## src/core/ccsp_defines.svh

```systemverilog
`ifndef CCSP_DEFINES_SVH
`define CCSP_DEFINES_SVH
// Clock period in ns (40 MHz)
`define CCSP_CLK_NS 25
// Device return delays, longest times in ns and derived cycle counts (round down)
`define CCSP_T_GATE_RET_NS 3000
`define CCSP_GATE_RET_CYC (`CCSP_T_GATE_RET_NS / `CCSP_CLK_NS)
`define CCSP_T_POLL_RET_NS 100
`define CCSP_POLL_RET_CYC (`CCSP_T_POLL_RET_NS / `CCSP_CLK_NS)
`define CCSP_T_PROP_NS 200
`define CCSP_PROP_CYC (`CCSP_T_PROP_NS / `CCSP_CLK_NS)
`define CCSP_T_FREEZE_NS 100
`define CCSP_FREEZE_CYC (`CCSP_T_FREEZE_NS / `CCSP_CLK_NS)
// Channel minimum times in ns and cycle counts (round up)
`define CCSP_T_SEL_POLL_NS 180
`define CCSP_SEL_POLL_CYC ((`CCSP_T_SEL_POLL_NS + `CCSP_CLK_NS - 1) / `CCSP_CLK_NS)
`define CCSP_T_STROBE_NS 200
`define CCSP_STROBE_CYC ((`CCSP_T_STROBE_NS + `CCSP_CLK_NS - 1) / `CCSP_CLK_NS)
`define CCSP_T_QUIET_NS 100
`define CCSP_QUIET_CYC ((`CCSP_T_QUIET_NS + `CCSP_CLK_NS - 1) / `CCSP_CLK_NS)
// Bus widths
`define CCSP_ADDR_W 16
`define CCSP_DATA_W 16
`define CCSP_STAT_W 8
`define CCSP_LEVEL_W 2
`define CCSP_REQ_W 4
// Status bus error bit position
`define CCSP_STAT_ERR_BIT 0
// Channel sequence timeout in cycles
`define CCSP_SEQ_TIMEOUT_CYC 400
`endif

```

## src/core/ccsp_pkg.sv

```systemverilog
package ccsp_pkg;
	// Request class carried on the selector lines
	typedef enum logic [1:0] {
		CCSP_CLS_NONE,
		CCSP_CLS_INTR,
		CCSP_CLS_CSTEAL
	} ccsp_class_type;
endpackage

```

## src/core/ccsp_link_if.sv

```systemverilog
`timescale 1ns/1ps
`default_nettype none
`include "ccsp_defines.svh"
interface ccsp_link_if;
	// Service group
	logic service_gate;
	logic data_strobe;
	logic service_gate_return;
	logic [`CCSP_ADDR_W-1:0] addr_bus;
	logic cycle_byte;
	logic cycle_input;
	logic [`CCSP_DATA_W-1:0] data_in_bus;
	logic [`CCSP_DATA_W-1:0] data_out_bus;
	logic data_out_parity;
	logic [`CCSP_STAT_W-1:0] status_bus;
	logic [`CCSP_STAT_W-1:0] cond_code_in;
	// Poll group
	logic [1:0] request_class_selector;
	logic poll;
	logic poll_return;
	logic burst_return;
	logic poll_propagate;
	logic [`CCSP_REQ_W-1:0] intr_request;
	logic cycle_steal_request;
	// Resets
	logic machine_check_halt;
	logic system_reset;
	logic device_reset;
	modport device (
		input service_gate, data_strobe, data_out_bus, data_out_parity, status_bus,
		input request_class_selector, poll, machine_check_halt, system_reset, device_reset,
		output service_gate_return, addr_bus, cycle_byte, cycle_input, data_in_bus, cond_code_in,
		output poll_return, burst_return, poll_propagate, intr_request, cycle_steal_request
	);
	modport channel (
		output service_gate, data_strobe, data_out_bus, data_out_parity, status_bus,
		output request_class_selector, poll, machine_check_halt, system_reset, device_reset,
		input service_gate_return, addr_bus, cycle_byte, cycle_input, data_in_bus, cond_code_in,
		input poll_return, burst_return, poll_propagate, intr_request, cycle_steal_request
	);
endinterface
`default_nettype wire

```

## src/core/ccsp_device.sv

```systemverilog
`timescale 1ns/1ps
`default_nettype none
`include "ccsp_defines.svh"
module ccsp_device
	import ccsp_pkg::*;
(
	input wire logic clk_i,
	input wire logic reset_i,
	ccsp_link_if.device link,
	input wire logic cs_req_i,
	input wire logic cs_input_i,
	input wire logic cs_byte_i,
	input wire logic cs_burst_i,
	input wire logic [7:0] cs_count_i,
	input wire logic [`CCSP_ADDR_W-1:0] cs_addr_i,
	input wire logic [`CCSP_DATA_W-1:0] cs_wdata_i,
	input wire logic intr_cond_i,
	input wire logic intr_mask_i,
	input wire logic [`CCSP_LEVEL_W-1:0] intr_level_i,
	output logic cs_busy_o,
	output logic xfer_done_o,
	output logic [`CCSP_DATA_W-1:0] xfer_rdata_o,
	output logic [`CCSP_STAT_W-1:0] xfer_status_o,
	output logic parity_err_o,
	output logic dummy_o,
	output logic intr_served_o
);
	typedef enum logic [2:0] {
		CCSP_IDLE,
		CCSP_WAIT_GATE,
		CCSP_DRIVE,
		CCSP_STROBE,
		CCSP_RELEASE,
		CCSP_DROP
	} ccsp_svc_type;

	// Three-stage synchronisers; stages 2 and 3 must agree
	logic [2:0] gate_s, strobe_s, poll_s, halt_s, sysr_s, devr_s;
	logic [1:0] sel_s1, sel_s2, sel_s3;
	logic gate_reg, strobe_reg, poll_reg, halt_reg, sysr_reg, devr_reg;
	logic [1:0] sel_reg;
	always_ff @(posedge clk_i) begin
		if (reset_i) begin
			gate_s <= 3'h0;
			strobe_s <= 3'h0;
			poll_s <= 3'h0;
			halt_s <= 3'h0;
			sysr_s <= 3'h0;
			devr_s <= 3'h0;
			sel_s1 <= 2'h0;
			sel_s2 <= 2'h0;
			sel_s3 <= 2'h0;
		end else begin
			gate_s <= {gate_s[1:0], link.service_gate};
			strobe_s <= {strobe_s[1:0], link.data_strobe};
			poll_s <= {poll_s[1:0], link.poll};
			halt_s <= {halt_s[1:0], link.machine_check_halt};
			sysr_s <= {sysr_s[1:0], link.system_reset};
			devr_s <= {devr_s[1:0], link.device_reset};
			sel_s1 <= link.request_class_selector;
			sel_s2 <= sel_s1;
			sel_s3 <= sel_s2;
		end
	end
	// Filtered levels change only when stages 2 and 3 agree
	always_ff @(posedge clk_i) begin
		if (reset_i) begin
			gate_reg <= 1'b0;
			strobe_reg <= 1'b0;
			poll_reg <= 1'b0;
			halt_reg <= 1'b0;
			sysr_reg <= 1'b0;
			devr_reg <= 1'b0;
			sel_reg <= 2'h0;
		end else begin
			if (gate_s[1] == gate_s[2]) gate_reg <= gate_s[2];
			if (strobe_s[1] == strobe_s[2]) strobe_reg <= strobe_s[2];
			if (poll_s[1] == poll_s[2]) poll_reg <= poll_s[2];
			if (halt_s[1] == halt_s[2]) halt_reg <= halt_s[2];
			if (sysr_s[1] == sysr_s[2]) sysr_reg <= sysr_s[2];
			if (devr_s[1] == devr_s[2]) devr_reg <= devr_s[2];
			if (sel_s2 == sel_s3) sel_reg <= sel_s3;
		end
	end

	logic gate_prev_reg, poll_prev_reg, sel_prev_reg;
	logic gate_rise, poll_rise, poll_fall, sel_act;
	logic hard_reset;
	always_ff @(posedge clk_i) begin
		if (reset_i) begin
			gate_prev_reg <= 1'b0;
			poll_prev_reg <= 1'b0;
			sel_prev_reg <= 1'b0;
		end else begin
			gate_prev_reg <= gate_reg;
			poll_prev_reg <= poll_reg;
			sel_prev_reg <= (sel_reg != 2'h0);
		end
	end
	assign gate_rise = gate_reg & ~gate_prev_reg;
	assign poll_rise = poll_reg & ~poll_prev_reg;
	assign poll_fall = ~poll_reg & poll_prev_reg;
	assign sel_act = (sel_reg != 2'h0) & ~sel_prev_reg;
	assign hard_reset = halt_reg | sysr_reg;

	// Request state and frozen snapshot for the poll decision
	logic csr_reg, irq_reg, frz_cs_reg, frz_irq_reg;
	logic [`CCSP_LEVEL_W-1:0] frz_level_reg;
	logic captured_reg, cap_burst_reg, cap_intr_reg, pollret_reg, burstret_reg, prop_reg;
	logic svc_done;
	ccsp_svc_type state_reg;
	logic [7:0] left_reg;
	logic dummy_reg, devr_pend_reg, last_xfer;

	always_ff @(posedge clk_i) begin
		if (reset_i) begin
			frz_cs_reg <= 1'b0;
			frz_irq_reg <= 1'b0;
			frz_level_reg <= '0;
		end else if (sel_act) begin
			frz_cs_reg <= csr_reg;
			frz_irq_reg <= irq_reg;
			frz_level_reg <= intr_level_i;
		end
	end

	always_ff @(posedge clk_i) begin
		if (reset_i || hard_reset)
			csr_reg <= 1'b0;
		else if (poll_rise && sel_reg == CCSP_CLS_CSTEAL && frz_cs_reg)
			csr_reg <= 1'b0;
		// no new request until return falls
		else if (cs_req_i && !captured_reg && state_reg == CCSP_IDLE && !pollret_reg)
			csr_reg <= 1'b1;
	end

	// masked interrupt request; held until cleared
	always_ff @(posedge clk_i) begin
		if (reset_i || hard_reset || devr_reg || !intr_mask_i)
			irq_reg <= 1'b0;
		else if (poll_rise && sel_reg == CCSP_CLS_INTR && frz_irq_reg)
			irq_reg <= 1'b0;
		else if (intr_cond_i && !captured_reg && state_reg == CCSP_IDLE && !burstret_reg)
			irq_reg <= 1'b1;
	end

	always_ff @(posedge clk_i) begin
		if (reset_i || hard_reset) begin
			captured_reg <= 1'b0;
			cap_burst_reg <= 1'b0;
			cap_intr_reg <= 1'b0;
			pollret_reg <= 1'b0;
			burstret_reg <= 1'b0;
			prop_reg <= 1'b0;
		end else begin
			if (poll_rise && ((sel_reg == CCSP_CLS_CSTEAL && frz_cs_reg) ||
					(sel_reg == CCSP_CLS_INTR && frz_irq_reg))) begin
				captured_reg <= 1'b1;
				cap_intr_reg <= (sel_reg == CCSP_CLS_INTR);
				cap_burst_reg <= (sel_reg == CCSP_CLS_CSTEAL) && cs_burst_i;
				pollret_reg <= !((sel_reg == CCSP_CLS_CSTEAL) && cs_burst_i);
				burstret_reg <= (sel_reg == CCSP_CLS_CSTEAL) && cs_burst_i;
			end else if (poll_rise)
				prop_reg <= 1'b1;
			if (!poll_reg)
				prop_reg <= 1'b0;
			if (poll_fall)
				pollret_reg <= 1'b0;
			// burst return drops at final gate
			if (gate_rise && burstret_reg && last_xfer)
				burstret_reg <= 1'b0;
			if (svc_done && !burstret_reg)
				captured_reg <= 1'b0;
			// Interrupt service is not run here, so an interrupt capture ends with poll
			if (poll_fall && cap_intr_reg)
				captured_reg <= 1'b0;
		end
	end

	assign last_xfer = (left_reg == 8'h01) || dummy_reg || devr_pend_reg;
	assign svc_done = (state_reg == CCSP_DROP);

	// Transfer counter, dummy tracking, device-reset pending
	logic [`CCSP_STAT_W-1:0] stat_hold_reg;
	logic err_now;
	assign err_now = strobe_reg && stat_hold_reg[`CCSP_STAT_ERR_BIT];
	always_ff @(posedge clk_i) begin
		if (reset_i || hard_reset) begin
			left_reg <= 8'h00;
			dummy_reg <= 1'b0;
			devr_pend_reg <= 1'b0;
		end else begin
			if (cs_req_i && state_reg == CCSP_IDLE && !captured_reg)
				left_reg <= cs_burst_i ? cs_count_i : 8'h01;
			// reset while pending becomes dummy read
			if (devr_reg && (csr_reg || captured_reg))
				devr_pend_reg <= 1'b1;
			if (state_reg == CCSP_RELEASE && cap_burst_reg && !last_xfer && stat_hold_reg[`CCSP_STAT_ERR_BIT])
				dummy_reg <= 1'b1;
			if (svc_done && !gate_reg) begin
				left_reg <= left_reg - 8'h01;
				if (last_xfer && !burstret_reg) begin
					dummy_reg <= 1'b0;
					devr_pend_reg <= 1'b0;
				end
			end
		end
	end

	// service state machine; burst gates back to back
	logic [7:0] dly_reg;
	always_ff @(posedge clk_i) begin
		if (reset_i || hard_reset) begin
			state_reg <= CCSP_IDLE;
			dly_reg <= 8'h00;
		end else begin
			case (state_reg)
				CCSP_IDLE: if (captured_reg && !cap_intr_reg) state_reg <= CCSP_WAIT_GATE;
				CCSP_WAIT_GATE: if (gate_rise) state_reg <= CCSP_DRIVE;
				// return raised next cycle, well inside limit
				CCSP_DRIVE: state_reg <= CCSP_STROBE;
				CCSP_STROBE: if (!gate_reg && !strobe_reg) state_reg <= CCSP_RELEASE;
				// buses released one cycle before return drops
				CCSP_RELEASE: state_reg <= CCSP_DROP;
				CCSP_DROP: state_reg <= burstret_reg ? CCSP_WAIT_GATE : CCSP_IDLE;
				default: state_reg <= CCSP_IDLE;
			endcase
			dly_reg <= (state_reg == CCSP_STROBE) ? dly_reg + 8'h01 : 8'h00;
		end
	end

	// sample late in strobe, one cycle after sync settles
	always_ff @(posedge clk_i) begin
		if (reset_i) begin
			stat_hold_reg <= '0;
			xfer_rdata_o <= '0;
			xfer_status_o <= '0;
			parity_err_o <= 1'b0;
		end else if (cs_req_i && state_reg == CCSP_IDLE && !captured_reg) begin
			// Status gathers per request, so a new request starts clean
			xfer_status_o <= '0;
		end else if (state_reg == CCSP_STROBE && strobe_reg) begin
			stat_hold_reg <= link.status_bus;
			// dummy cycle keeps parameters and status
			if (!dummy_reg && !devr_pend_reg) begin
				xfer_status_o <= xfer_status_o | link.status_bus;
				if (!link.cycle_input)
					xfer_rdata_o <= link.data_out_bus;
				parity_err_o <= !link.cycle_input && (^link.data_out_bus == link.data_out_parity);
			end
		end
	end

	// Completion pulses
	always_ff @(posedge clk_i) begin
		if (reset_i) begin
			xfer_done_o <= 1'b0;
			intr_served_o <= 1'b0;
		end else begin
			xfer_done_o <= (state_reg == CCSP_RELEASE) && !dummy_reg && !devr_pend_reg;
			intr_served_o <= poll_rise && sel_reg == CCSP_CLS_INTR && frz_irq_reg;
		end
	end

	// drive outputs from gate rise to release
	logic drive;
	assign drive = (state_reg == CCSP_DRIVE) || (state_reg == CCSP_STROBE);
	assign link.addr_bus = drive ? cs_addr_i : '0;
	assign link.cycle_byte = drive && cs_byte_i;
	assign link.cycle_input = drive && cs_input_i && !dummy_reg && !devr_pend_reg;
	assign link.data_in_bus = (drive && link.cycle_input) ? cs_wdata_i : '0;
	assign link.cond_code_in = '0;
	assign link.service_gate_return = (state_reg == CCSP_STROBE) || (state_reg == CCSP_RELEASE);
	assign link.poll_return = pollret_reg;
	assign link.burst_return = burstret_reg;
	assign link.poll_propagate = prop_reg && poll_reg;
	assign link.intr_request = irq_reg ? (`CCSP_REQ_W'(1) << intr_level_i) : '0;
	assign link.cycle_steal_request = csr_reg;
	assign cs_busy_o = csr_reg || captured_reg || (state_reg != CCSP_IDLE);
	assign dummy_o = dummy_reg || devr_pend_reg;
endmodule
`default_nettype wire

```

## src/flat_wrapper.sv

```systemverilog
// flat-port wrapper written by rule: the top's interface ports become plain ports
module ccsp_device_flat import ccsp_pkg::*;
  (clk_i, reset_i, cs_req_i, cs_input_i, cs_byte_i, cs_burst_i, cs_count_i, cs_addr_i, cs_wdata_i, intr_cond_i, intr_mask_i, intr_level_i, cs_busy_o, xfer_done_o, xfer_rdata_o, xfer_status_o, parity_err_o, dummy_o, intr_served_o, link_service_gate, link_data_strobe, link_data_out_bus, link_data_out_parity, link_status_bus, link_request_class_selector, link_poll, link_machine_check_halt, link_system_reset, link_device_reset, link_service_gate_return, link_addr_bus, link_cycle_byte, link_cycle_input, link_data_in_bus, link_cond_code_in, link_poll_return, link_burst_return, link_poll_propagate, link_intr_request, link_cycle_steal_request);
  ccsp_link_if link_i ();
  input wire logic clk_i;
  input wire logic reset_i;
  input wire logic cs_req_i;
  input wire logic cs_input_i;
  input wire logic cs_byte_i;
  input wire logic cs_burst_i;
  input wire logic [7:0] cs_count_i;
  input wire logic [`CCSP_ADDR_W-1:0] cs_addr_i;
  input wire logic [`CCSP_DATA_W-1:0] cs_wdata_i;
  input wire logic intr_cond_i;
  input wire logic intr_mask_i;
  input wire logic [`CCSP_LEVEL_W-1:0] intr_level_i;
  output logic cs_busy_o;
  output logic xfer_done_o;
  output logic [`CCSP_DATA_W-1:0] xfer_rdata_o;
  output logic [`CCSP_STAT_W-1:0] xfer_status_o;
  output logic parity_err_o;
  output logic dummy_o;
  output logic intr_served_o;
  input wire logic [$bits(link_i.service_gate)-1:0] link_service_gate;
  input wire logic [$bits(link_i.data_strobe)-1:0] link_data_strobe;
  input wire logic [$bits(link_i.data_out_bus)-1:0] link_data_out_bus;
  input wire logic [$bits(link_i.data_out_parity)-1:0] link_data_out_parity;
  input wire logic [$bits(link_i.status_bus)-1:0] link_status_bus;
  input wire logic [$bits(link_i.request_class_selector)-1:0] link_request_class_selector;
  input wire logic [$bits(link_i.poll)-1:0] link_poll;
  input wire logic [$bits(link_i.machine_check_halt)-1:0] link_machine_check_halt;
  input wire logic [$bits(link_i.system_reset)-1:0] link_system_reset;
  input wire logic [$bits(link_i.device_reset)-1:0] link_device_reset;
  output wire logic [$bits(link_i.service_gate_return)-1:0] link_service_gate_return;
  output wire logic [$bits(link_i.addr_bus)-1:0] link_addr_bus;
  output wire logic [$bits(link_i.cycle_byte)-1:0] link_cycle_byte;
  output wire logic [$bits(link_i.cycle_input)-1:0] link_cycle_input;
  output wire logic [$bits(link_i.data_in_bus)-1:0] link_data_in_bus;
  output wire logic [$bits(link_i.cond_code_in)-1:0] link_cond_code_in;
  output wire logic [$bits(link_i.poll_return)-1:0] link_poll_return;
  output wire logic [$bits(link_i.burst_return)-1:0] link_burst_return;
  output wire logic [$bits(link_i.poll_propagate)-1:0] link_poll_propagate;
  output wire logic [$bits(link_i.intr_request)-1:0] link_intr_request;
  output wire logic [$bits(link_i.cycle_steal_request)-1:0] link_cycle_steal_request;
  assign link_i.service_gate = link_service_gate;
  assign link_i.data_strobe = link_data_strobe;
  assign link_i.data_out_bus = link_data_out_bus;
  assign link_i.data_out_parity = link_data_out_parity;
  assign link_i.status_bus = link_status_bus;
  assign link_i.request_class_selector = link_request_class_selector;
  assign link_i.poll = link_poll;
  assign link_i.machine_check_halt = link_machine_check_halt;
  assign link_i.system_reset = link_system_reset;
  assign link_i.device_reset = link_device_reset;
  assign link_service_gate_return = link_i.service_gate_return;
  assign link_addr_bus = link_i.addr_bus;
  assign link_cycle_byte = link_i.cycle_byte;
  assign link_cycle_input = link_i.cycle_input;
  assign link_data_in_bus = link_i.data_in_bus;
  assign link_cond_code_in = link_i.cond_code_in;
  assign link_poll_return = link_i.poll_return;
  assign link_burst_return = link_i.burst_return;
  assign link_poll_propagate = link_i.poll_propagate;
  assign link_intr_request = link_i.intr_request;
  assign link_cycle_steal_request = link_i.cycle_steal_request;
  ccsp_device u_core (.clk_i(clk_i), .reset_i(reset_i), .link(link_i), .cs_req_i(cs_req_i), .cs_input_i(cs_input_i), .cs_byte_i(cs_byte_i), .cs_burst_i(cs_burst_i), .cs_count_i(cs_count_i), .cs_addr_i(cs_addr_i), .cs_wdata_i(cs_wdata_i), .intr_cond_i(intr_cond_i), .intr_mask_i(intr_mask_i), .intr_level_i(intr_level_i), .cs_busy_o(cs_busy_o), .xfer_done_o(xfer_done_o), .xfer_rdata_o(xfer_rdata_o), .xfer_status_o(xfer_status_o), .parity_err_o(parity_err_o), .dummy_o(dummy_o), .intr_served_o(intr_served_o));
endmodule
```

## config.mk

```make
export PLATFORM = sky130hd
export DESIGN_NAME = ccsp_device_flat
export DESIGN_NICKNAME = d
export VERILOG_FILES = /design/src/core/ccsp_pkg.sv /design/src/core/ccsp_link_if.sv /design/src/core/ccsp_device.sv /design/src/flat_wrapper.sv
export VERILOG_INCLUDE_DIRS = /design/src /design/src/core
export SDC_FILE = /design/constraint.sdc
export NUM_CORES = 1
export LEC_CHECK = 0
export BUFFER_PORTS_ARGS = -buffer_cell sky130_fd_sc_hd__buf_2
export CAP_MARGIN = 20
export CORE_UTILIZATION = 51
export CTS_CLUSTER_DIAMETER = 80
export DETAILED_ROUTE_END_ITERATION = 8
export PLACE_DENSITY = 0.86
export SETUP_SLACK_MARGIN = 0.1
export SLEW_MARGIN = 20
export SYNTH_ARGS = -nofsm -noshare
export SYNTH_HDL_FRONTEND = slang
export SYNTH_SLANG_ARGS = --single-unit
```

## constraint.sdc

```tcl
create_clock -name clk_i -period 3.22 [get_ports clk_i]
set_input_delay 0.483 -clock clk_i [delete_from_list [all_inputs] [get_ports clk_i]]
set_output_delay 0.483 -clock clk_i [all_outputs]
set_load 0.1 [all_outputs]
```

Word level (Yosys, flattened, before mapping)
Index checks and enable logic that the tools add are counted.
{ "op_classes": {"n_mux": 17, "add_sub_neg": 1, "reduce_logical": 80, "eq_ne": 19, "bitwise_logic": 13, "shifts": 1} }
{ "op_table": {"columns": ["cell", "n"], "rows": [
  ["$logic_and A1 B1 Y1", 39],
  ["$mux W16", 2],
  ["$mux W8", 3],
  ["$pmux W3 S6", 1],
  ["$reduce_xor A16 Y1", 1],
  ["$logic_not A1 Y1", 12],
  ["$reduce_or A2 Y1", 6],
  ["$logic_or A1 B1 Y1", 11],
  ["$mux W3", 3],
  ["$eq A8 B1 Y1 const B", 1],
  ["$or A8 B8 Y8", 1],
  ["$sub A8 B1 Y8 const B", 1],
  ["$eq A1 B1 Y1", 7],
  ["$mux W1", 7],
  ["$not A1 Y1", 7],
  ["$eq A3 B2 Y1 const B", 2],
  ["$eq A3 B3 Y1 const B", 2],
  ["$reduce_and A2 Y1", 3],
  ["$reduce_and A3 Y1", 2],
  ["$and A1 B1 Y1", 4],
  ["$mux W4", 1],
  ["$ne A2 B1 Y1 const B", 2],
  ["$reduce_and A4 Y1", 1],
  ["$reduce_bool A2 Y1", 2],
  ["10 further kinds", 10]
]} }
{ "totals": {"output_inout_bits": 80, "wordCells": 170, "reg_bits": 86, "input_bits": 83} }

Longest topological paths before layout
Gate-level depths: netlist of run 1.
{ "logic_depth": {"word_depth": 9, "depth_mapped": 7, "mapped_depth_nobuf": 6} }

Least setup slack after synthesis of run 1
No wires, ideal clock.
{ "synth_path": {"path_type": "reg-to-output", "from": "register u_core.devr_pend_reg", "to": "output port link_data_in_bus[10]", "path_slack_ns": -0.412, "path_buffers": 1, "arrival_ns": 3.149, "path_stages_with_launch": 6, "path_cell_list": "dfxtp_1 nor2_1 inv_1 nor2_1 clkbuf_1 and2_1"} }
{ "synth_via": {"elab_chain_cells": 4} }
{ "synth_rtl": {"columns": ["element", "line_no", "rtl"], "rows": [
  ["from (decl)", "ccsp_device.sv:113", "logic dummy_reg, devr_pend_reg, last_xfer;"],
  ["from (signal assigned)", "ccsp_device.sv:191", "devr_pend_reg <= 1'b0;"],
  ["from (signal assigned)", "ccsp_device.sv:197", "devr_pend_reg <= 1'b1;"],
  ["from (signal assigned)", "ccsp_device.sv:204", "devr_pend_reg <= 1'b0;"],
  ["$logic_not A1 Y1", "ccsp_device.sv:270", "assign link.cycle_input = drive && cs_input_i && !dummy_reg && !devr_pend_reg;"],
  ["$logic_and A1 B1 Y1", "ccsp_device.sv:270", null],
  ["net link_cycle_input", "flat_wrapper.sv:37", "output wire logic [$bits(link_i.cycle_input)-1:0] link_cycle_input;"],
  ["$logic_and A1 B1 Y1", "ccsp_device.sv:271", "assign link.data_in_bus = (drive && link.cycle_input) ? cs_wdata_i : '0;"],
  ["$mux W16", "ccsp_device.sv:271", null],
  ["to (decl)", "flat_wrapper.sv:38", "output wire logic [$bits(link_i.data_in_bus)-1:0] link_data_in_bus;"]
]} }
The timed path passes the listed nets, and every way through them passes these cells.

Worst setup path after layout of run 1
{ "layout_path": {"from": "register u_core.state_reg[1]", "to": "output port link_data_in_bus[11]"} }
{ "layout_via": {"elab_chain_cells": 7} }
{ "layout_rtl": {"columns": ["element", "line_no", "rtl"], "rows": [
  ["from (decl)", "ccsp_device.sv:111", "ccsp_svc_type state_reg;"],
  ["from (signal assigned)", "ccsp_device.sv:225", "CCSP_DROP: state_reg <= burstret_reg ? CCSP_WAIT_GATE : CCSP_IDLE;"],
  ["$eq A3 B2 Y1 (on tied branches)", null, null],
  ["$logic_or A1 B1 Y1 *", "ccsp_device.sv:267", "assign drive = (state_reg == CCSP_DRIVE) || (state_reg == CCSP_STROBE);"],
  ["$logic_and A1 B1 Y1 (3 in a row)", "ccsp_device.sv:270", null],
  ["$logic_and A1 B1 Y1 *", "ccsp_device.sv:271", null],
  ["$mux W16 *", "ccsp_device.sv:271", null]
]} }
Mark *: on every way between the ends. The rest lies on a longest branch, timed or not.

==> flow_summary.json, run 1 <==
{
  "status": "finished, final reports clean",
  "end_kind": "output port",
  "worst_slew_pin_slew_ns": 0.8665,
  "cts-root-buf": "clkbuf_8",
  "grt_pass1_wl_um": 13450,
  "dieHeight_um": 87.89,
  "placed_area_mm2": 0.004534,
  "grtUsageTotal": 0.2259,
  "synth_area_per_cell_um2": 8.512,
  "p_per_area_mw_per_mm2": 417.9,
  "ios": 163,
  "start_kind": "register",
  "setup_slack_ns": 0.4131,
  "dpl_worst_slack_ns": 0.7633,
  "synth_top_cell_by_area": "dfxtp_1",
  "grt_max_degree": 60,
  "drtAntennaViolNets": 0,
  "antennaDiodeCount": 0,
  "cpMaxStageDelayCell": "dfxtp_1",
  "postCtsHoldBufs": 0,
  "dieArea_mm2": 0.007725,
  "stdcell_count": 682,
  "gp_congestion": 0.8165,
  "viasPerCell": 5.087,
  "fin_nets": 668,
  "largest_register_ffs": 16,
  "rsz0062_at_grt": "false",
  "synth.top_cell.area_share": 0.4576,
  "wl_per_cell_um": 13.24,
  "crit_type": "register to output port",
  "syn_area_mm2": 0.003762,
  "drt-total-wl_um": 9033,
  "dp_hpwl_um": 6711,
  "intPower_mw": 1.467,
  "min_period_ns": 2.807,
  "grt-ovfl-total": 0,
  "seq_power_share": 0.558,
  "post_cts_buffers": 0,
  "cts.repair.resized": 0,
  "path_clk_slew_ns": 0.07,
  "p_leak_nw": 2.178,
  "syn_inst": 442,
  "port_buffers": 154,
  "cp_max_fo": 17,
  "synth.distinct_cells": 53,
  "cts_tree": "done",
  "drt_pass1_iterations": 5,
  "die_w_um": 87.89,
  "pwr-share-clk": 0.320,
  "yosysSeqAreaShare": 0.4576,
  "fmax_mhz": 356.3,
  "yosysWarnings": 0,
  "core_mm2": 0.006944,
  "min_path_type": "primary input to register",
  "switchingPower_uw": 493.2,
  "first_global_vias": 3152,
  "area_growth_pct": 24.64,
  "finalSetupTns_ns": 0,
  "synth_commonest_cells": "86 x dfxtp_1, 54 x nand2_1, 44 x a21oi_1",
  "finalHoldViolCount": 0,
  "comb_power_share": 0.122,
  "swShare": 0.2517,
  "synthFlopType": "dfxtp_1",
  "final_layout_size_suffix_gt1_frac": 0.3089,
  "clock-sinks": 86,
  "crit_required_ns": 2.74,
  "via_count": 3469,
  "slew_headroom": 0.4211,
  "numCtsBuffers": 9,
  "fin_crit_sh": 0.8717,
  "clock_skew_ns": 0.01109,
  "synth_edf_count": 0,
  "clk_path_buf_depth": 2,
  "ys_ff_latch": 86,
  "ir_worst_vdd_mv": 0.2731,
  "max_cap_violations": 0,
  "placed_cells": 668,
  "netlist_top_cells_area": "dfxtp_1 46%, and2_1 6.0%, a21oi_1 5.9%",
  "critPathBufInv": 1,
  "initial_core_util": 0.5418,
  "antenna_found_initial": 0,
  "drc": 0,
  "slew_viol_final": 0,
  "final_area_mm2": 0.004690,
  "slowest_delay_ns": 0.58,
  "critPathTopFamily": "simple AND/OR/NAND/NOR gates",
  "insertion_delay_ns": 0.34,
  "path_cells": "nand3b_1 > nor2_1 > and2_2 > buf_2",
  "setup_viol_count_final": 0,
  "cts_max_level": 3,
  "async_flop_share": 0,
  "critical_path_arrival_ns": 2.32,
  "rows": 30,
  "synth_most_common_cell": "dfxtp_1",
  "first_iter_violations": 153
}
==> cell type report <==
cell class | count | area [µm²]
clock inverters | 2 | 10.01
flip-flops and latches | 86 | 1722
repair buffers | 155 | 778.2
inverters | 5 | 18.77
clock buffers | 12 | 145.1
well taps | 96 | 120.1
fillers | 572 | 2255
multi-input cells | 326 | 1896
==> power groups by stage <==
stage / Combinational, mW / Sequential (mW) / Clock [mW]
2_1_floorplan: 0.164 / 1.12 / 0
3_3_place_gp: 0.235 / 1.12 / 0
3_5_place_dp: 0.237 / 1.12 / 0
4_1_cts: 0.238 / 1.09 / 0.648
5_1_grt: 0.255 / 1.10 / 0.704
6_report: 0.238 / 1.09 / 0.628
==> layer usage <==
layer	global-route usage	wire [µm]
met5	0	0
met4	0.1207	149
met3	0.04053	595
met2	0.4200	4743
met1	0.2416	3544
==> through the flow <==
step | util | total power, mW | hold WS (ns)
5_1_grt | 0.6753 | 2.056 | 0.3548
6_report | 0.6753 | 1.960 | 0.3533
4_1_cts | 0.6753 | 1.980 | 0.3359
3_3_place_gp | 0.6530 | 1.352 | 0.4168
2_1_floorplan | - | 1.286 | 0.4138
3_5_place_dp | 0.6530 | 1.356 | 0.4220
==> final timing paths <==
kind	slack, ns	startpoint	cells after the start	end
setup / recovery	0.41	u_core.state_reg[1]$_SDFFE_PP0P_	4	link_data_in_bus[11]
hold / removal	0.35	link_request_class_selector[0]	2	u_core.sel_s1[0]$_SDFF_PP0_
setup reg to reg	1.19	u_core.state_reg[1]$_SDFFE_PP0P_	5	u_core.parity_err_o$_SDFFE_PP0P_
hold reg to reg	0.44	u_core.sel_s1[1]$_SDFF_PP0_	1	u_core.sel_s2[1]$_SDFF_PP0_
==> cell usage in the layout (no fill, tap or decap), drive strengths merged, types with 6 or more instances in the layout <==
master and count:
buf 155, nor2b 31, nand3b 8, nand2b 8, nand2 54, conb 8
clkbuf 12, o21ai 15, dfxtp 86, a21oi 44, nor3 8, and2 36
or3 6, nor2 38, xnor2 12
==> cells by family (layout without fill, tap and decap cells) <==
group | count (synthesis) | after routing | synth area share
flops | 86 | 86 | 0.4576
buf+inv | 37 | 174 | 0.04955
mux | 5 | 5 | 0.01330
fa+ha+maj | 2 | 2 | 0.006650
other cells | 1 | 8 | 0.0009967
compound gates | 86 | 86 | 0.1354
simple gates | 208 | 208 | 0.2933
xor+xnor | 17 | 17 | 0.04323
No activity file was read; power rests on OpenSTA's default activity.
==> inputs of run 2 (changes only) <==
Settings changed: CELL_PAD_IN_SITES_DETAIL_PLACEMENT from default to 0, CELL_PAD_IN_SITES_GLOBAL_PLACEMENT from default to 1, CORE_UTILIZATION 51 to 36, PLACE_DENSITY 0.86 to default, PLACE_DENSITY_LB_ADDON from default to 0.1.
==> flow_summary.json, run 2 (synthesized netlist as in run 1, its figures left out) <==
{
  "first_iter_violations": 134,
  "slowest_delay_ns": 0.78,
  "area_growth_pct": 26.84,
  "wl_per_cell_um": 13.36,
  "dieArea_mm2": 0.01086,
  "placed_cells": 707,
  "p_per_area_mw_per_mm2": 430.7,
  "clock_skew_ns": 0.006766,
  "start_kind": "register",
  "dieHeight_um": 104.2,
  "initial_core_util": 0.3780,
  "critical_path_arrival_ns": 2.36,
  "path_clk_slew_ns": 0.08,
  "slew_headroom": 0.3987,
  "clk_path_buf_depth": 2,
  "grtUsageTotal": 0.1754,
  "insertion_delay_ns": 0.34,
  "min_period_ns": 2.839,
  "crit_required_ns": 2.74,
  "finalSetupTns_ns": 0,
  "min_path_type": "primary input to register",
  "total_power_mw": 2.056,
  "max_cap_violations": 0,
  "cts_tree": "done",
  "cts-root-buf": "clkbuf_8",
  "via_count": 3415,
  "fmax_mhz": 352.2,
  "grt-ovfl-total": 0,
  "path_cells": "nor2b_1 > and2_1 > buf_2",
  "finalHoldViolCount": 0,
  "pwr-share-clk": 0.350,
  "port_buffers": 154,
  "end_kind": "output port",
  "mostFrequentLayoutCell": "buf_2",
  "status": "finished, final reports clean",
  "viasPerCell": 4.743,
  "setup_viol_count_final": 0,
  "cp_max_fo": 19,
  "fin_nets": 670,
  "drt-total-wl_um": 9620,
  "layout_common_cells": "154 x buf_2, 86 x dfxtp_1, 54 x nand2_1",
  "hold_ws_ns": 0.3460,
  "grt_pass1_wl_um": 15200,
  "postCtsHoldBufs": 0,
  "antennaDiodeCount": 0,
  "rsz0062_at_grt": "false",
  "cpMaxStageDelayCell": "nor2b_1",
  "intPower_mw": 1.542,
  "swShare": 0.2500,
  "seq_power_share": 0.532,
  "post_cts_buffers": 0,
  "largest_register_ffs": 16,
  "hold_depth": 2,
  "p_leak_nw": 2.196,
  "cts.repair.resized": 0,
  "cts_max_level": 3,
  "worst_slew_pin_slew_ns": 0.9001,
  "rows": 36,
  "core_mm2": 0.009955,
  "critPathBufInv": 1,
  "first_global_vias": 3088,
  "crit_cells": 3,
  "numCtsBuffers": 9,
  "die_w_um": 104.2,
  "crit_type": "register to output port",
  "drtAntennaViolNets": 0,
  "critPathTopFamily": "simple AND/OR/NAND/NOR gates",
  "reg2regPathDepth": 4,
  "final_layout_size_suffix_gt1_frac": 0.3118,
  "drt_pass1_iterations": 4,
  "grt_max_degree": 60,
  "antenna_found_initial": 0,
  "switchingPower_uw": 513.9,
  "ir_worst_vdd_mv": 0.1985,
  "stdcell_count": 720,
  "slew_viol_final": 0,
  "gp_congestion": 0.8358,
  "clock-sinks": 86,
  "dp_hpwl_um": 7155,
  "comb_power_share": 0.118,
  "ios": 163,
  "fin_crit_sh": 0.8817,
  "drc": 0
}
[run 2: changes by cell type in the layout (fill, tap and decap cells not counted), sizes merged]
| cell | previous run | this run |
|---|---|---|
| clkbuf | 12 | 11 |
| bufinv | 0 | 1 |
| buf | 155 | 157 |
| clkinv | 2 | 1 |
[run 2: power groups by stage]
| stage | Clock [mW] | Combinational, mW | Sequential, mW |
|---|---|---|---|
| global route | 0.794 | 0.259 | 1.10 |
| CTS | 0.743 | 0.243 | 1.09 |
| global placement | 0 | 0.242 | 1.12 |
| finish | 0.720 | 0.242 | 1.09 |
| floorplan | 0 | 0.164 | 1.12 |
| detailed placement | 0 | 0.242 | 1.12 |
[run 2: area by class of cell]
cell class / instances / area [µm²]
repair buffers: 157 / 793.3
fillers: 979 / 5182
multi-input cells: 326 / 1896
clock inverters: 2 / 35.03
well taps: 133 / 166.4
clock buffers: 11 / 141.4
inverters: 5 / 18.77
flip-flops and latches: 86 / 1722
[run 2: final timing paths]
kind                                                  startpoint                              endpoint  slack, ns
worst max-delay path            u_core.state_reg[1]$_SDFFE_PP0P_                      link_addr_bus[2]       0.38
worst min-delay path                            link_data_strobe         u_core.strobe_s[0]$_SDFF_PP0_       0.35
worst max register to register  u_core.state_reg[1]$_SDFFE_PP0P_  u_core.xfer_status_o[2]$_SDFFE_PP0P_       1.21
worst min register to register       u_core.devr_s[0]$_SDFF_PP0_           u_core.devr_s[1]$_SDFF_PP0_       0.44
[run 2: per-layer routing]
layer / vias up / global-route usage / share of wire
li1: 1742 / - / -
met1: 1535 / 0.2019 / 0.43
met2: 117 / 0.3033 / 0.48
met3: 21 / 0.03697 / 0.052
met4: 0 / 0.09490 / 0.036
met5: - / 0 / 0
[run 2: worst reg2reg max path: stages (launching register included)]
cell      delay [ns]
dfxtp_1         0.44
or3_4           0.45
or3b_1          0.60
nand2b_1        0.33
nor2_1          0.09
[run 2: per-stage QoR]
stage	setup WS, ns	cell area [µm²]	utilization
after CTS	0.4049	4772	0.4794
after detailed placement	0.7774	4596	0.4617
final	0.3810	4772	0.4794
after global routing	0.2131	4772	0.4794
after global placement	0.8858	4596	0.4617
after floorplan	0.06298	3805	-
==> inputs of run 3 (changes only) <==
Settings changed: CORE_UTILIZATION 36 to 38, CTS_BUF_LIST from default to sky130_fd_sc_hd__clkbuf_8.
==> flow_summary.json, run 3 (synthesized netlist as in run 1, its figures left out) <==
{
  "clock-sinks": 86,
  "antenna_found_initial": 0,
  "die_w_um": 101.5,
  "final_layout_size_suffix_gt1_frac": 0.3129,
  "postCtsHoldBufs": 0,
  "post_cts_buffers": 0,
  "insertion_delay_ns": 0.36,
  "antennaDiodeCount": 0,
  "slew_viol_final": 0,
  "wl_per_cell_um": 12.99,
  "drc": 0,
  "first_iter_violations": 114,
  "slowest_delay_ns": 0.58,
  "worst_slew_pin_slew_ns": 0.8442,
  "clock_skew_ns": 0.01595,
  "path_cells": "nand3b_1 > nor2_1 > and2_2 > buf_2",
  "ios": 163,
  "first_global_vias": 3050,
  "critical_path_arrival_ns": 2.35,
  "path_clk_slew_ns": 0.08,
  "fmax_mhz": 353.5,
  "initial_core_util": 0.3996,
  "cpMaxStageDelayCell": "dfxtp_1",
  "critPathBufInv": 1,
  "grt_max_degree": 40,
  "grtUsageTotal": 0.1828,
  "viasPerCell": 4.727,
  "via_count": 3389,
  "ir_worst_vdd_mv": 0.3003,
  "port_buffers": 154,
  "crit_required_ns": 2.74,
  "cts.repair.resized": 0,
  "status": "finished, final reports clean",
  "reg2reg_slack_ns": 1.11,
  "grt-ovfl-total": 0,
  "endpoint": "link_data_in_bus[8]",
  "rows": 35,
  "end_kind": "output port",
  "critPathTopFamily": "simple AND/OR/NAND/NOR gates",
  "clk_path_buf_depth": 2,
  "drt_pass1_iterations": 5,
  "r2r_start": "u_core.state_reg[1]$_SDFFE_PP0P_",
  "dp_hpwl_um": 7067,
  "finalSetupTns_ns": 0,
  "layout_common_cells": "154 x buf_2, 86 x dfxtp_1, 54 x nand2_1",
  "grt_pass1_wl_um": 14440,
  "mostFrequentLayoutCell": "buf_2",
  "fin_crit_sh": 0.8785,
  "reg2regPathDepth": 5,
  "core_mm2": 0.009415,
  "min_period_ns": 2.829,
  "cts_tree": "done",
  "crit_cells": 4,
  "max_cap_violations": 0,
  "largest_register_ffs": 16,
  "cts-root-buf": "clkbuf_8",
  "wl_met2_um": 4605,
  "numCtsBuffers": 9,
  "p_per_area_mw_per_mm2": 442.3,
  "timing.rr.end": "u_core.parity_err_o$_SDFFE_PP0P_",
  "dieArea_mm2": 0.01030,
  "finalHoldViolCount": 0,
  "crit_type": "register to output port",
  "met1_length_um": 3897,
  "fin_nets": 668,
  "cts_max_level": 3,
  "met3_length_um": 609,
  "min_path_type": "primary input to register",
  "dieHeight_um": 101.5,
  "p_leak_nw": 2.207,
  "start_kind": "register",
  "setup_slack_ns": 0.3914,
  "gp_congestion": 0.7986,
  "rsz0062_at_grt": "false",
  "area_growth_pct": 27.14,
  "drt-total-wl_um": 9314,
  "slew_headroom": 0.4361,
  "drtAntennaViolNets": 0,
  "cp_max_fo": 17,
  "top_layer_used": "met4",
  "setup_viol_count_final": 0,
  "dpl_worst_slack_ns": 0.7387,
  "timing.critical_path.from": "u_core.state_reg[1]$_SDFFE_PP0P_"
}
run 3: cell count changes in the layout (fill, tap and decap cells not counted):
cell      before  now
clkbuf_8      10   11
inv_6          0    1
inv_1          5    6
buf_4          3    1
clkbuf_1       1    0
clkinv_4       0    1
run 3: power breakdown:
group          internal [mW]  switching [mW]
clock                  0.401           0.381
sequential              1.08          0.0118
combinational         0.0937           0.147
total                   1.58           0.539
run 3: layout make-up:
type	instances	area [µm²]
Tap cell	129	161.4
Inverter	5	18.77
Clock buffer	11	151.4
Fill cell	936	4632
Sequential cell	86	1722
Multi-Input combinational cell	326	1896
Timing Repair Buffer	155	778.2
Clock inverter	5	56.30
run 3: worst min path at each step:
stage	startpoint	endpoint	slack (ns)	cells past startpoint
2_1_floorplan	u_core.devr_s[0]$_SDFF_PP0_	u_core.devr_s[1]$_SDFF_PP0_	0.41	1
3_3_place_gp	u_core.devr_s[0]$_SDFF_PP0_	u_core.devr_s[1]$_SDFF_PP0_	0.42	1
3_5_place_dp	u_core.devr_s[0]$_SDFF_PP0_	u_core.devr_s[1]$_SDFF_PP0_	0.42	1
4_1_cts	link_device_reset	u_core.devr_s[0]$_SDFF_PP0_	0.31	2
5_1_grt	link_device_reset	u_core.devr_s[0]$_SDFF_PP0_	0.33	2
6_report	link_system_reset	u_core.sysr_s[0]$_SDFF_PP0_	0.33	2
run 3: per-stage QoR:
step / hold WS (ns) / cells / total power, mW / util / cell area (µm²)
floorplan: 0.4138 / 449 / 1.286 / - / 3805
global placement: 0.4164 / 701 / 1.358 / 0.4860 / 4576
detailed placement: 0.4234 / 701 / 1.359 / 0.4860 / 4576
CTS: 0.3133 / 717 / 2.150 / 0.5080 / 4783
global route: 0.3331 / 717 / 2.216 / 0.5080 / 4783
finish: 0.3347 / 717 / 2.116 / 0.5080 / 4783
run 3: metal layers:
layer,GRT usage,up-vias
met1,0.2063,1508
met3,0.03658,13
met2,0.3191,119
met4,0.1081,0
met5,0,-
li1,-,1749
